===== config.mk =====
export PLATFORM = sky130hd
export DESIGN_NAME = sew_wrapper
export DESIGN_NICKNAME = d
export VERILOG_FILES = /design/src/common/sew_pkg.sv /design/src/core/sew_wrapper.sv
export VERILOG_INCLUDE_DIRS = /design/src /design/src/common
export SDC_FILE = /design/constraint.sdc
export NUM_CORES = 2
export LEC_CHECK = 0
export BUFFER_PORTS_ARGS = -buffer_cell sky130_fd_sc_hd__buf_2
export CORE_MARGIN = 3
export CORE_UTILIZATION = 54
export DETAILED_ROUTE_END_ITERATION = 8
export PLACE_DENSITY_LB_ADDON = 0.1
export SYNTH_ARGS = -nofsm -noshare
export SYNTH_HDL_FRONTEND = slang
export SYNTH_SLANG_ARGS = --single-unit

===== constraint.sdc =====
create_clock -name clk_sys -period 4.7 [get_ports clk_sys]
set_input_delay 0.47 -clock clk_sys [delete_from_list [all_inputs] [get_ports clk_sys]]
set_output_delay 0.47 -clock clk_sys [all_outputs]
set_load 0.05 [all_outputs]

===== src/common/sew_params.svh =====
/*
  Constants of the SDRAM ECC wrapper: register indexes, control and status
  bit positions, reset values and code geometry.
  Assumes it is included once per compile unit, ahead of the package.
*/
`ifndef SEW_PARAMS_SVH
`define SEW_PARAMS_SVH

// code geometry
`define SEW_DW        64
`define SEW_CW        72
`define SEW_PW        8
`define SEW_BYTE      8
`define SEW_WORD      32
`define SEW_HAM_BITS  7

// register indexes on the control port
`define SEW_REG_CTRL  4'h0
`define SEW_REG_SBTHR 4'h1
`define SEW_REG_DBTHR 4'h2
`define SEW_REG_SBCNT 4'h3
`define SEW_REG_DBCNT 4'h4
`define SEW_REG_SBADR 4'h5
`define SEW_REG_DBADR 4'h6
`define SEW_REG_SBDAT 4'h7
`define SEW_REG_STAT  4'h8
`define SEW_REG_SYND  4'h9

// reset values
`define SEW_CTRL_RST  32'h0000000F
`define SEW_THR_RST   32'h00000001

// control word bits
`define SEW_C_CORR    0
`define SEW_C_SBIE    1
`define SEW_C_DBIE    2
`define SEW_C_CNTEN   3
`define SEW_C_FRC1    8
`define SEW_C_FRC2    9
`define SEW_C_FIRST   10
`define SEW_C_CLEAR   11

// status bits, write 1 to clear
`define SEW_S_SBE     0
`define SEW_S_DBE     1
`define SEW_S_SBTH    2
`define SEW_S_DBTH    3
`define SEW_S_RMWF    4
`define SEW_S_W       5

// local burst sizes
`define SEW_SIZE1     2'h1
`define SEW_SIZE2     2'h2

`endif


===== src/common/sew_pkg.sv =====
/*
  Types and code functions of the SDRAM ECC wrapper: the per-slice decode
  result, the sequencer states and the (72,64) SEC-DED encode and decode.
  Assumes sew_params.svh is reachable on the include path.
*/
`include "sew_params.svh"

package sew_pkg;

  typedef struct packed {
    logic [`SEW_DW-1:0] data;
    logic [`SEW_PW-1:0] synd;
    logic               sbe;
    logic               dbe;
  } sew_dec_t;

  typedef enum logic {st_idle, st_rmw} sew_state_t;

  // hamming positions 3..71 that are not powers of two carry the data bits
  function automatic logic [`SEW_PW-1:0] sew_chk(input logic [`SEW_DW-1:0] d);
    logic [`SEW_PW-1:0] c;
    int                 j;
    c = '0;
    j = 0;
    for (int p = 3; p < `SEW_CW; p++)
    begin
      if ((p & (p - 1)) != 0)
      begin
        for (int k = 0; k < `SEW_HAM_BITS; k++)
          if (p[k])
            c[k] = c[k] ^ d[j];
        j++;
      end
    end
    c[`SEW_PW-1] = ^d ^ ^c[`SEW_HAM_BITS-1:0];
    return c;
  endfunction

  function automatic sew_dec_t sew_dec(input logic [`SEW_CW-1:0] cw);
    sew_dec_t                r;
    logic [`SEW_PW-1:0]      c;
    logic [`SEW_HAM_BITS-1:0] s;
    logic                    ov;
    int                      j;
    c = sew_chk(cw[`SEW_DW-1:0]);
    s = c[`SEW_HAM_BITS-1:0] ^ cw[`SEW_DW+`SEW_HAM_BITS-1:`SEW_DW];
    ov = ^cw;
    r.data = cw[`SEW_DW-1:0];
    r.synd = {ov, s};
    r.sbe = ov;
    r.dbe = !ov && (s != '0);
    j = 0;
    for (int p = 3; p < `SEW_CW; p++)
    begin
      if ((p & (p - 1)) != 0)
      begin
        if (ov && (s == p[`SEW_HAM_BITS-1:0]))
          r.data[j] = ~r.data[j];
        j++;
      end
    end
    return r;
  endfunction

endpackage


===== src/core/sew_wrapper.sv =====
/*
  SDRAM ECC wrapper: SEC-DED encode/decode per 64-bit slice between local
  user logic and the memory controller, error counters, capture registers,
  read-modify-write for byte-masked writes, and a small control port.
  Assumes a memory controller that answers reads in order of issue and
  holds mem_waitreq high while it cannot take a command.
*/
// Local design decisions: the register addresses and strobed register access.
`include "sew_params.svh"

module sew_wrapper
  import sew_pkg::*;
#(
  parameter int N_SLICES  = 1,
  parameter int ADDR_W    = 24,
  parameter bit FULL_RATE = 1'b1,
  parameter int RD_LAT    = 1,
  parameter int RQ_DEPTH  = 4
) (
  // clock and reset
  input  wire logic                          clk_sys,
  input  wire logic                          arst_n,
  // local user side
  input  wire logic                          loc_read,
  input  wire logic                          loc_write,
  input  wire logic [ADDR_W-1:0]             loc_addr,
  input  wire logic [1:0]                    loc_size,
  input  wire logic [N_SLICES*`SEW_DW-1:0]   loc_wdata,
  input  wire logic [N_SLICES*`SEW_PW-1:0]   loc_be,
  output logic                               loc_ready,
  output logic [N_SLICES*`SEW_DW-1:0]        loc_rdata,
  output logic                               loc_rvalid,
  output logic                               loc_rerr,
  // memory controller side
  output logic                               mem_read,
  output logic                               mem_write,
  output logic [ADDR_W-1:0]                  mem_addr,
  output logic [1:0]                         mem_size,
  output logic [N_SLICES*`SEW_CW-1:0]        mem_wdata,
  input  wire logic                          mem_waitreq,
  input  wire logic [N_SLICES*`SEW_CW-1:0]   mem_rdata,
  input  wire logic                          mem_rvalid,
  // control port
  input  wire logic [3:0]                    reg_addr,
  input  wire logic [`SEW_WORD-1:0]          reg_wdata,
  input  wire logic                          reg_wr,
  input  wire logic                          reg_rd,
  output logic [`SEW_WORD-1:0]               reg_rdata,
  // interrupt
  output logic                               irq
);

  localparam int DW    = N_SLICES * `SEW_DW;
  localparam int CW    = N_SLICES * `SEW_CW;
  localparam int BW    = N_SLICES * `SEW_PW;
  localparam int QAW   = (RQ_DEPTH > 1) ? $clog2(RQ_DEPTH) : 1;
  localparam int SD_D  = 2 * N_SLICES;
  localparam int SDAW  = $clog2(SD_D);
  localparam int SYN_N = (N_SLICES < 4) ? N_SLICES : 4;

  // sequencer and command state
  sew_state_t             state, next_state;
  logic                   c_rd, next_c_rd;
  logic                   c_wr, next_c_wr;
  logic [ADDR_W-1:0]      c_addr, next_c_addr;
  logic [1:0]             c_size, next_c_size;
  logic [CW-1:0]          c_wdata, next_c_wdata;
  logic                   rdy, next_rdy;
  logic                   wb, next_wb;
  logic [ADDR_W-1:0]      pw_addr, next_pw_addr;
  logic [DW-1:0]          pw_data, next_pw_data;
  logic [BW-1:0]          pw_be, next_pw_be;
  logic [1:0]             rb, next_rb;
  logic [ADDR_W-1:0]      q_addr [RQ_DEPTH];
  logic [ADDR_W-1:0]      next_q_addr [RQ_DEPTH];
  logic [1:0]             q_size [RQ_DEPTH];
  logic [1:0]             next_q_size [RQ_DEPTH];
  logic                   q_rmw [RQ_DEPTH];
  logic                   next_q_rmw [RQ_DEPTH];
  logic [QAW-1:0]         q_wp, next_q_wp, q_rp, next_q_rp;
  logic [QAW:0]           q_cnt, next_q_cnt;

  // read pipe
  logic                   p_v [RD_LAT];
  logic                   next_p_v [RD_LAT];
  logic [DW-1:0]          p_d [RD_LAT];
  logic [DW-1:0]          next_p_d [RD_LAT];
  logic                   p_e [RD_LAT];
  logic                   next_p_e [RD_LAT];

  // register file
  logic [`SEW_WORD-1:0]   ctrl, next_ctrl;
  logic [`SEW_WORD-1:0]   sb_thr, next_sb_thr, db_thr, next_db_thr;
  logic [`SEW_WORD-1:0]   sb_cnt, next_sb_cnt, db_cnt, next_db_cnt;
  logic [`SEW_WORD-1:0]   sb_adr, next_sb_adr, db_adr, next_db_adr;
  logic [`SEW_WORD-1:0]   synd, next_synd;
  logic [`SEW_S_W-1:0]    stat, next_stat;
  logic                   sb_cap, next_sb_cap, db_cap, next_db_cap;
  logic [`SEW_WORD-1:0]   sdat [SD_D];
  logic [`SEW_WORD-1:0]   next_sdat [SD_D];
  logic [SDAW-1:0]        sd_ptr, next_sd_ptr;
  logic [`SEW_WORD-1:0]   rdat, next_rdat;
  logic                   irq_q, next_irq;

  // slice datapath
  sew_dec_t               dec [N_SLICES];
  logic [DW-1:0]          rd_raw, rd_fix, merged, enc_in;
  logic [CW-1:0]          enc_cw;
  logic [N_SLICES-1:0]    s_sbe, s_dbe;
  logic [`SEW_PW-1:0]     frc;
  logic                   acc, partial, ret_last, ret_rmw, ret_loc;
  logic [ADDR_W-1:0]      beat_addr, err_addr;
  logic [1:0]             eff_size;

  // a forced double flips two check bits so the decoder sees an even error
  assign frc = {6'h00, ctrl[`SEW_C_FRC2], ctrl[`SEW_C_FRC1] | ctrl[`SEW_C_FRC2]};
  assign enc_in = (state == st_rmw) ? merged : loc_wdata;

  for (genvar i = 0; i < N_SLICES; i++)
  begin : g_slice
    assign dec[i] = sew_dec(mem_rdata[i*`SEW_CW +: `SEW_CW]);
    assign rd_raw[i*`SEW_DW +: `SEW_DW] = mem_rdata[i*`SEW_CW +: `SEW_DW];
    assign rd_fix[i*`SEW_DW +: `SEW_DW] = ctrl[`SEW_C_CORR] ? dec[i].data
                                          : rd_raw[i*`SEW_DW +: `SEW_DW];
    assign s_sbe[i] = mem_rvalid & dec[i].sbe;
    assign s_dbe[i] = mem_rvalid & dec[i].dbe;
    assign enc_cw[i*`SEW_CW +: `SEW_CW] = {sew_chk(enc_in[i*`SEW_DW +: `SEW_DW]) ^ frc,
                                           enc_in[i*`SEW_DW +: `SEW_DW]};
  end

  for (genvar b = 0; b < BW; b++)
  begin : g_merge
    assign merged[b*`SEW_BYTE +: `SEW_BYTE] = pw_be[b] ? pw_data[b*`SEW_BYTE +: `SEW_BYTE]
                                              : rd_fix[b*`SEW_BYTE +: `SEW_BYTE];
  end

  assign acc       = rdy & (loc_read | loc_write);
  assign partial   = loc_write & ~(&loc_be);
  assign eff_size  = (FULL_RATE && loc_size == `SEW_SIZE2) ? `SEW_SIZE2 : `SEW_SIZE1;
  assign beat_addr = loc_addr + ADDR_W'(wb);
  assign ret_last  = mem_rvalid && (rb == q_size[q_rp] - `SEW_SIZE1);
  assign ret_rmw   = mem_rvalid & q_rmw[q_rp];
  assign ret_loc   = mem_rvalid & ~q_rmw[q_rp];
  assign err_addr  = q_addr[q_rp] + ADDR_W'(rb);

  // sequencer: commands, partial write, read tag queue
  always_comb
  begin
    next_state   = state;
    next_c_rd    = c_rd;
    next_c_wr    = c_wr;
    next_c_addr  = c_addr;
    next_c_size  = c_size;
    next_c_wdata = c_wdata;
    next_wb      = wb;
    next_pw_addr = pw_addr;
    next_pw_data = pw_data;
    next_pw_be   = pw_be;
    next_q_addr  = q_addr;
    next_q_size  = q_size;
    next_q_rmw   = q_rmw;
    next_q_wp    = q_wp;
    next_q_rp    = q_rp;
    next_q_cnt   = q_cnt;
    next_rb      = mem_rvalid ? rb + 2'h1 : rb;
    if ((c_rd | c_wr) && !mem_waitreq)
    begin
      next_c_rd = 1'b0;
      next_c_wr = 1'b0;
    end
    if (ret_last)
    begin
      next_rb    = 2'h0;
      next_q_rp  = q_rp + QAW'(1);
      next_q_cnt = next_q_cnt - (QAW+1)'(1);
    end
    if (acc)
    begin
      next_c_size = `SEW_SIZE1;
      next_c_addr = beat_addr;
      if (loc_read)
      begin
        next_c_rd   = 1'b1;
        next_c_addr = loc_addr;
        next_c_size = eff_size;
        next_wb     = 1'b0;
      end
      else
      begin
        // bursts go out beat by beat so a masked beat can be patched alone
        next_wb = (eff_size == `SEW_SIZE2) && !wb;
        if (partial)
        begin
          next_c_rd    = 1'b1;
          next_state   = st_rmw;
          next_pw_addr = beat_addr;
          next_pw_data = loc_wdata;
          next_pw_be   = loc_be;
        end
        else
        begin
          next_c_wr    = 1'b1;
          next_c_wdata = enc_cw;
        end
      end
      if (loc_read || partial)
      begin
        next_q_addr[q_wp] = next_c_addr;
        next_q_size[q_wp] = next_c_size;
        next_q_rmw[q_wp]  = partial;
        next_q_wp         = q_wp + QAW'(1);
        next_q_cnt        = next_q_cnt + (QAW+1)'(1);
      end
    end
    if (ret_rmw)
    begin
      next_state = st_idle;
      if (!(|s_dbe))
      begin
        next_c_wr    = 1'b1;
        next_c_addr  = pw_addr;
        next_c_size  = `SEW_SIZE1;
        next_c_wdata = enc_cw;
      end
    end
    // one command at a time; a stalled controller stalls the local side
    next_rdy = (next_state == st_idle) && !next_c_rd && !next_c_wr
               && (next_q_cnt < (QAW+1)'(RQ_DEPTH));
  end

  always_ff @(posedge clk_sys or negedge arst_n)
  begin
    if (!arst_n)
    begin
      state   <= st_idle;
      c_rd    <= 1'b0;
      c_wr    <= 1'b0;
      c_addr  <= '0;
      c_size  <= `SEW_SIZE1;
      c_wdata <= '0;
      rdy     <= 1'b1;
      wb      <= 1'b0;
      pw_addr <= '0;
      pw_data <= '0;
      pw_be   <= '0;
      rb      <= 2'h0;
      q_wp    <= '0;
      q_rp    <= '0;
      q_cnt   <= '0;
      for (int k = 0; k < RQ_DEPTH; k++)
      begin
        q_addr[k] <= '0;
        q_size[k] <= `SEW_SIZE1;
        q_rmw[k]  <= 1'b0;
      end
    end
    else
    begin
      state   <= next_state;
      c_rd    <= next_c_rd;
      c_wr    <= next_c_wr;
      c_addr  <= next_c_addr;
      c_size  <= next_c_size;
      c_wdata <= next_c_wdata;
      rdy     <= next_rdy;
      wb      <= next_wb;
      pw_addr <= next_pw_addr;
      pw_data <= next_pw_data;
      pw_be   <= next_pw_be;
      rb      <= next_rb;
      q_wp    <= next_q_wp;
      q_rp    <= next_q_rp;
      q_cnt   <= next_q_cnt;
      q_addr  <= next_q_addr;
      q_size  <= next_q_size;
      q_rmw   <= next_q_rmw;
    end
  end

  // read return pipe
  always_comb
  begin
    next_p_v[0] = ret_loc;
    next_p_d[0] = rd_fix;
    // read-back errors of a partial write stay internal, flag only local beats
    next_p_e[0] = ret_loc & (|s_dbe);
    for (int k = 1; k < RD_LAT; k++)
    begin
      next_p_v[k] = p_v[k-1];
      next_p_d[k] = p_d[k-1];
      next_p_e[k] = p_e[k-1];
    end
  end

  always_ff @(posedge clk_sys or negedge arst_n)
  begin
    if (!arst_n)
    begin
      for (int k = 0; k < RD_LAT; k++)
      begin
        p_v[k] <= 1'b0;
        p_d[k] <= '0;
        p_e[k] <= 1'b0;
      end
    end
    else
    begin
      p_v <= next_p_v;
      p_d <= next_p_d;
      p_e <= next_p_e;
    end
  end

  // registers, counters, capture, interrupt
  always_comb
  begin
    int n_sb;
    int n_db;
    logic clr;
    logic [`SEW_S_W-1:0] set;
    n_sb = 0;
    n_db = 0;
    set  = '0;
    clr  = reg_wr && (reg_addr == `SEW_REG_CTRL) && reg_wdata[`SEW_C_CLEAR];
    for (int i = 0; i < N_SLICES; i++)
    begin
      n_sb = n_sb + int'(s_sbe[i]);
      n_db = n_db + int'(s_dbe[i]);
    end
    next_ctrl   = ctrl;
    next_sb_thr = sb_thr;
    next_db_thr = db_thr;
    next_sb_cnt = sb_cnt;
    next_db_cnt = db_cnt;
    next_sb_adr = sb_adr;
    next_db_adr = db_adr;
    next_synd   = synd;
    next_sb_cap = sb_cap;
    next_db_cap = db_cap;
    next_sdat   = sdat;
    next_sd_ptr = sd_ptr;
    next_stat   = stat;
    if (reg_wr)
    begin
      case (reg_addr)
        `SEW_REG_CTRL:  next_ctrl = reg_wdata & ~(`SEW_WORD'(1) << `SEW_C_CLEAR);
        `SEW_REG_SBTHR: next_sb_thr = reg_wdata;
        `SEW_REG_DBTHR: next_db_thr = reg_wdata;
        `SEW_REG_STAT:  next_stat = stat & ~reg_wdata[`SEW_S_W-1:0];
        default:        next_stat = next_stat;
      endcase
    end
    if (reg_rd && reg_addr == `SEW_REG_SBDAT)
      next_sd_ptr = (sd_ptr == SDAW'(SD_D - 1)) ? '0 : sd_ptr + SDAW'(1);
    if (clr)
    begin
      next_sb_cnt = '0;
      next_db_cnt = '0;
      next_sb_adr = '0;
      next_db_adr = '0;
      next_synd   = '0;
      next_sb_cap = 1'b0;
      next_db_cap = 1'b0;
      next_sd_ptr = '0;
      for (int k = 0; k < SD_D; k++)
        next_sdat[k] = '0;
    end
    // events land after software writes so a same-cycle set beats a clear
    if (n_sb > 0)
    begin
      set[`SEW_S_SBE] = 1'b1;
      if (ctrl[`SEW_C_CNTEN])
      begin
        next_sb_cnt = next_sb_cnt + `SEW_WORD'(n_sb);
        set[`SEW_S_SBTH] = (next_sb_cnt == sb_thr);
      end
      if (!ctrl[`SEW_C_FIRST] || !next_sb_cap)
      begin
        next_sb_cap = 1'b1;
        next_sb_adr = `SEW_WORD'(err_addr);
        for (int k = 0; k < SD_D; k++)
          next_sdat[k] = rd_raw[k*`SEW_WORD +: `SEW_WORD];
        for (int i = 0; i < SYN_N; i++)
          next_synd[i*`SEW_PW +: `SEW_PW] = dec[i].synd;
      end
    end
    if (n_db > 0)
    begin
      set[`SEW_S_DBE]  = 1'b1;
      set[`SEW_S_RMWF] = ret_rmw;
      if (ctrl[`SEW_C_CNTEN])
      begin
        next_db_cnt = next_db_cnt + `SEW_WORD'(n_db);
        set[`SEW_S_DBTH] = (next_db_cnt == db_thr);
      end
      if (!ctrl[`SEW_C_FIRST] || !next_db_cap)
      begin
        next_db_cap = 1'b1;
        next_db_adr = `SEW_WORD'(err_addr);
        for (int i = 0; i < SYN_N; i++)
          next_synd[i*`SEW_PW +: `SEW_PW] = dec[i].synd;
      end
    end
    next_stat = next_stat | set;
    next_irq = (ctrl[`SEW_C_SBIE] && (next_stat[`SEW_S_SBE] || next_stat[`SEW_S_SBTH]))
               || (ctrl[`SEW_C_DBIE] && (next_stat[`SEW_S_DBE] || next_stat[`SEW_S_DBTH]
               || next_stat[`SEW_S_RMWF]));
    next_rdat = '0;
    if (reg_rd)
    begin
      case (reg_addr)
        `SEW_REG_CTRL:  next_rdat = ctrl;
        `SEW_REG_SBTHR: next_rdat = sb_thr;
        `SEW_REG_DBTHR: next_rdat = db_thr;
        `SEW_REG_SBCNT: next_rdat = sb_cnt;
        `SEW_REG_DBCNT: next_rdat = db_cnt;
        `SEW_REG_SBADR: next_rdat = sb_adr;
        `SEW_REG_DBADR: next_rdat = db_adr;
        `SEW_REG_SBDAT: next_rdat = sdat[sd_ptr];
        `SEW_REG_STAT:  next_rdat = `SEW_WORD'(stat);
        `SEW_REG_SYND:  next_rdat = synd;
        default:        next_rdat = '0;
      endcase
    end
  end

  always_ff @(posedge clk_sys or negedge arst_n)
  begin
    if (!arst_n)
    begin
      ctrl   <= `SEW_CTRL_RST;
      sb_thr <= `SEW_THR_RST;
      db_thr <= `SEW_THR_RST;
      sb_cnt <= '0;
      db_cnt <= '0;
      sb_adr <= '0;
      db_adr <= '0;
      synd   <= '0;
      stat   <= '0;
      sb_cap <= 1'b0;
      db_cap <= 1'b0;
      sd_ptr <= '0;
      rdat   <= '0;
      irq_q  <= 1'b0;
      for (int k = 0; k < SD_D; k++)
        sdat[k] <= '0;
    end
    else
    begin
      ctrl   <= next_ctrl;
      sb_thr <= next_sb_thr;
      db_thr <= next_db_thr;
      sb_cnt <= next_sb_cnt;
      db_cnt <= next_db_cnt;
      sb_adr <= next_sb_adr;
      db_adr <= next_db_adr;
      synd   <= next_synd;
      stat   <= next_stat;
      sb_cap <= next_sb_cap;
      db_cap <= next_db_cap;
      sd_ptr <= next_sd_ptr;
      rdat   <= next_rdat;
      irq_q  <= next_irq;
      sdat   <= next_sdat;
    end
  end

  // outputs, all registered
  assign loc_ready  = rdy;
  assign loc_rvalid = p_v[RD_LAT-1];
  assign loc_rdata  = p_d[RD_LAT-1];
  assign loc_rerr   = p_e[RD_LAT-1];
  assign mem_read   = c_rd;
  assign mem_write  = c_wr;
  assign mem_addr   = c_addr;
  assign mem_size   = c_size;
  assign mem_wdata  = c_wdata;
  assign reg_rdata  = rdat;
  assign irq        = irq_q;

endmodule


==> metrics.csv <==
stage,metric,value,unit
status,outcome,"finished, violations left",
status,violations,negative setup slack,
synth,netlist_instances,3741,
drt,wl_per_cell,24.60,um
cells_and_area,n_fill_cell,5213,
die,die_x,269.1,um
sta,clock.fmax,0.1965,GHz
sta,finalWorstSetupSlack,-0.3901,ns
synth,syn_nets,3970,
cells_and_area,nets,4685,
synth,synthTopCellsByArea,"dfrtp_1 47%, xnor2_1 7.7%, nand2_1 6.7%, mux2_2 4.8%, o21ai_0 4.2%",
power_and_ir_drop,swShare,37.15,%
clocking,cts-root-buf,clkbuf_16,
sta,setup_viol,8,
sta,tns,-2.013,ns
clocking,clkLatencyLatePin,0.64,ns
synth,synthesis.area,0.03739,sq mm
cells_and_area,area_growth,27.58,%
global_route,use_met1,50.88,%
synth,synth_top_area_cell,dfrtp_1,
power_and_ir_drop,ir_drop,0.5656,mV
sta,rsz0062_at_grt,yes,
worst_hold_path,hold_end,pw_be[5],
sta,fin_skew,0.03199,ns
clocking,cts_buffers,78,
global_route,grt_pass1_vias,30810,
setup_path,reg2reg_to,mem_wdata[71],
synth,syn_avg_cell_area,9.995,sq um
setup_path,timing.rr.start,ctrl[0],
synth,synthDominantCellAreaShare,47.25,%
power_and_ir_drop,combPwrFrac,41.2,%
sta,finalHoldViolations,0,
setup_path,worstSetupEndpointType,flop,
worst_hold_path,hp-class,input pin to flop,
global_route,antenna_found_initial,14,
worst_hold_path,holdPathStages,3,
clocking,cts_tree,yes,
setup_path,max_stage_delay,0.50,ns
synth,yosys_warnings,0,
power_and_ir_drop,p_switching,9067,uW
placement,post_dp_cell_area,0.04333,sq mm
synth,ys_ff_latch,718,
placement,place.gp.congestion,0.9973,
power_and_ir_drop,clock_power_share,27.8,%
die,die_height,269.1,um
synth,synth_ff_type,dfrtp_1,
die,num_rows,95,
placement,placedCellCount,5254,
die,initial_core_util,55.09,%
drt,dr.pass1.iters,6,
placement,dpl.hpwl,98.57,mm
drt,antenna_left,0,
drt,viasPerCell,5.966,
setup_path,path_cells,buf_2 > xnor2_2 > xnor3_2 > xnor2_2 > buf_4 > xor3_1 > buf_4 > nand3_1 > a211oi_4 > buf_12 > buf_8 > buf_6 > nand3_4 > xnor2_4 > a221o_1 > xnor2_2 > xnor2_2 > xnor3_1 > xnor3_1 > xnor3_1 > xnor3_1 > a21oi_1,
setup_path,cp-start-kind,input pin,
power_and_ir_drop,powerDensity,511.6,mW/mm^2
job,cap_viol_max_count,0,
setup_path,arrival,5.66,ns
synth,async_flop_share,100.0,%
die,num_io_pins,414,
power_and_ir_drop,power.total,24400,uW
worst_hold_path,hp-start,loc_be[5],
drt,vias,32520,
cells_and_area,final_cell_mix,"704 x dfrtp_1, 664 x nand2_1, 422 x buf_4",
power_and_ir_drop,intPower,15340,uW
drt,drc,0,
cells_and_area,layout_commonest_cell,dfrtp_1,
clocking,htreeDepth,3,
setup_path,r2r_cells,15,
power_and_ir_drop,leakage,0.02262,uW
setup_path,r2r_setup_slack,0.51,ns
global_route,grt-ovfl-total,0,
global_route,top_usage_layer,met2,
global_route,gr-usage-all-layers,35.79,%
sta,worst_pin_slew,1.022,ns
drt,drtIter0Drc,4234,
global_route,grtUsageMet2,53.07,%
die,coreArea,0.06787,sq mm
sta,slew_headroom,31.73,%
clocking,cts_buffer_depth,3,
synth,synth_edf_count,0,
setup_path,slowest_stage,xnor3_2,
sta,maxSlewViolCount,0,
global_route,gr-usage-met3,7.575,%
synth,yosysUniqueCellTypes,73,
sta,fin_crit,5.090,ns
sta,period_share,108.3,%
placement,pre_cts_ws,-1.179,ns
setup_path,worstSetupPathType,input pin to flop,
clocking,numClockSinks,718,
cells_and_area,fin_area,0.04770,sq mm
setup_path,cp.required,5.27,ns
global_route,grt_pass1_wl,196.5,mm
synth,seq_area_frac_synth,48.09,%
drt,drt_wl_total,134.1,mm
clocking,cts.clk_slew.worst_paths,0.07,ns
placement,portBuffers,413,
die,die-area,0.07243,sq mm
global_route,grt_max_degree,116,
power_and_ir_drop,seqPwrFrac,31.0,%
cells_and_area,drive_above_1_share,31.12,%
setup_path,crit_path_max_fanout,7,
cells_and_area,fin_cells,5450,
-- how the worst max path moves through the flow --
stage                     to          start  slack, ns
3_5_place_dp             irq  mem_rdata[18]      -1.18
3_3_place_gp   mem_wdata[71]  mem_rdata[28]      -1.20
6_report       mem_wdata[71]  mem_rdata[21]      -0.39
4_1_cts        mem_wdata[71]  mem_rdata[49]      -0.24
2_1_floorplan            irq  mem_rdata[41]      -0.91
5_1_grt                  irq  mem_rdata[49]      -0.47
-- layer usage --
| layer | wire length, um | share of wire [%] |
|---|---|---|
| met5 | 30 | 0.022 |
| met4 | 7024 | 5.2 |
| met3 | 13150 | 9.8 |
| met2 | 58680 | 44 |
| met1 | 55180 | 41 |
-- critical path, delay by kind of cell --
family                    cells  cell delay, ns
AOI/OAI and AO/OA             3            0.81
buffers and inverters         6            0.80
xor gates and xnor gates     11            3.34
and+or+nand+nor               2            0.22
-- synthesized netlist by cell type (37+ instances only) --
master / count
dfrtp_1: 706
nand2_1: 668
xnor2_1: 330
o21ai_0: 314
clkbuf_1: 213
nor2_1: 192
mux2_2: 158
xor2_1: 158
nand3_1: 152
a21oi_1: 114
and3_1: 100
a22oi_1: 57
mux2i_1: 45
a31oi_1: 42
xnor3_1: 37
-- through the flow --
stage / util, % / hold WS (ns)
floorplan: - / 0.1744
global placement: 63.84 / 0.4485
detailed placement: 63.84 / 0.4536
CTS: 69.03 / 0.007621
global route: 70.27 / 0.03312
finish: 70.28 / 0.03870
-- flip-flops by register name, indices dropped and copies added (netlist names), 31 cells and up --
signal / count
reg_rdata: 32
sb_adr: 32
db_adr: 32
pw_data: 64
db_thr: 32
db_cnt: 32
loc_rdata: 64
sb_thr: 32
mem_wdata: 72
q_addr: 96
sb_cnt: 32
sdat: 64
ctrl: 31
-- cell families (layout without fill, tap and decap cells) --
family,Yosys count,in the layout,share of synthesized area [%]
xor gates and xnor gates,534,534,14.19
DFF,718,718,48.09
AOI/OAI and AO/OA,708,708,11.86
adders and majority gates,15,15,0.5220
buffers and inverters,273,1053,2.771
muxes,230,230,7.590
and+or+nand+nor,1263,1263,14.97
other,0,8,0
-- power groups by stage --
stage                     Combinational [uW]  Clock, uW  Sequential [uW]
after detailed placement                8650          0             7640
after global routing                   10600       7120             7620
after CTS                               9340       6870             7540
final                                  10100       6790             7560
after floorplan                         5160          0             7520
after global placement                  8540          0             7620
-- timing repair --
item,CTS,global route
cloned,1,0
pin swaps,32,43
buffers inserted,25,19
endpoints found under the hold margin,92,0
endpoints found under the setup margin,9,11
gates resized for setup,80,108
hold buffers,1,0
-- area by class of cell --
cell class              instances  area [sq um]  area share, %
multi-input cells            2750         19710          41.32
flip-flops and latches        718         17980          37.70
repair buffers                873          5837          12.24
clock buffers                 103          2217          4.648
well taps                     921          1152          2.416
clock inverters                42         649.4          1.361
inverters                      35         131.4         0.2754
diodes                          8         20.02        0.04197
Power figures use the tool's default switching activity.
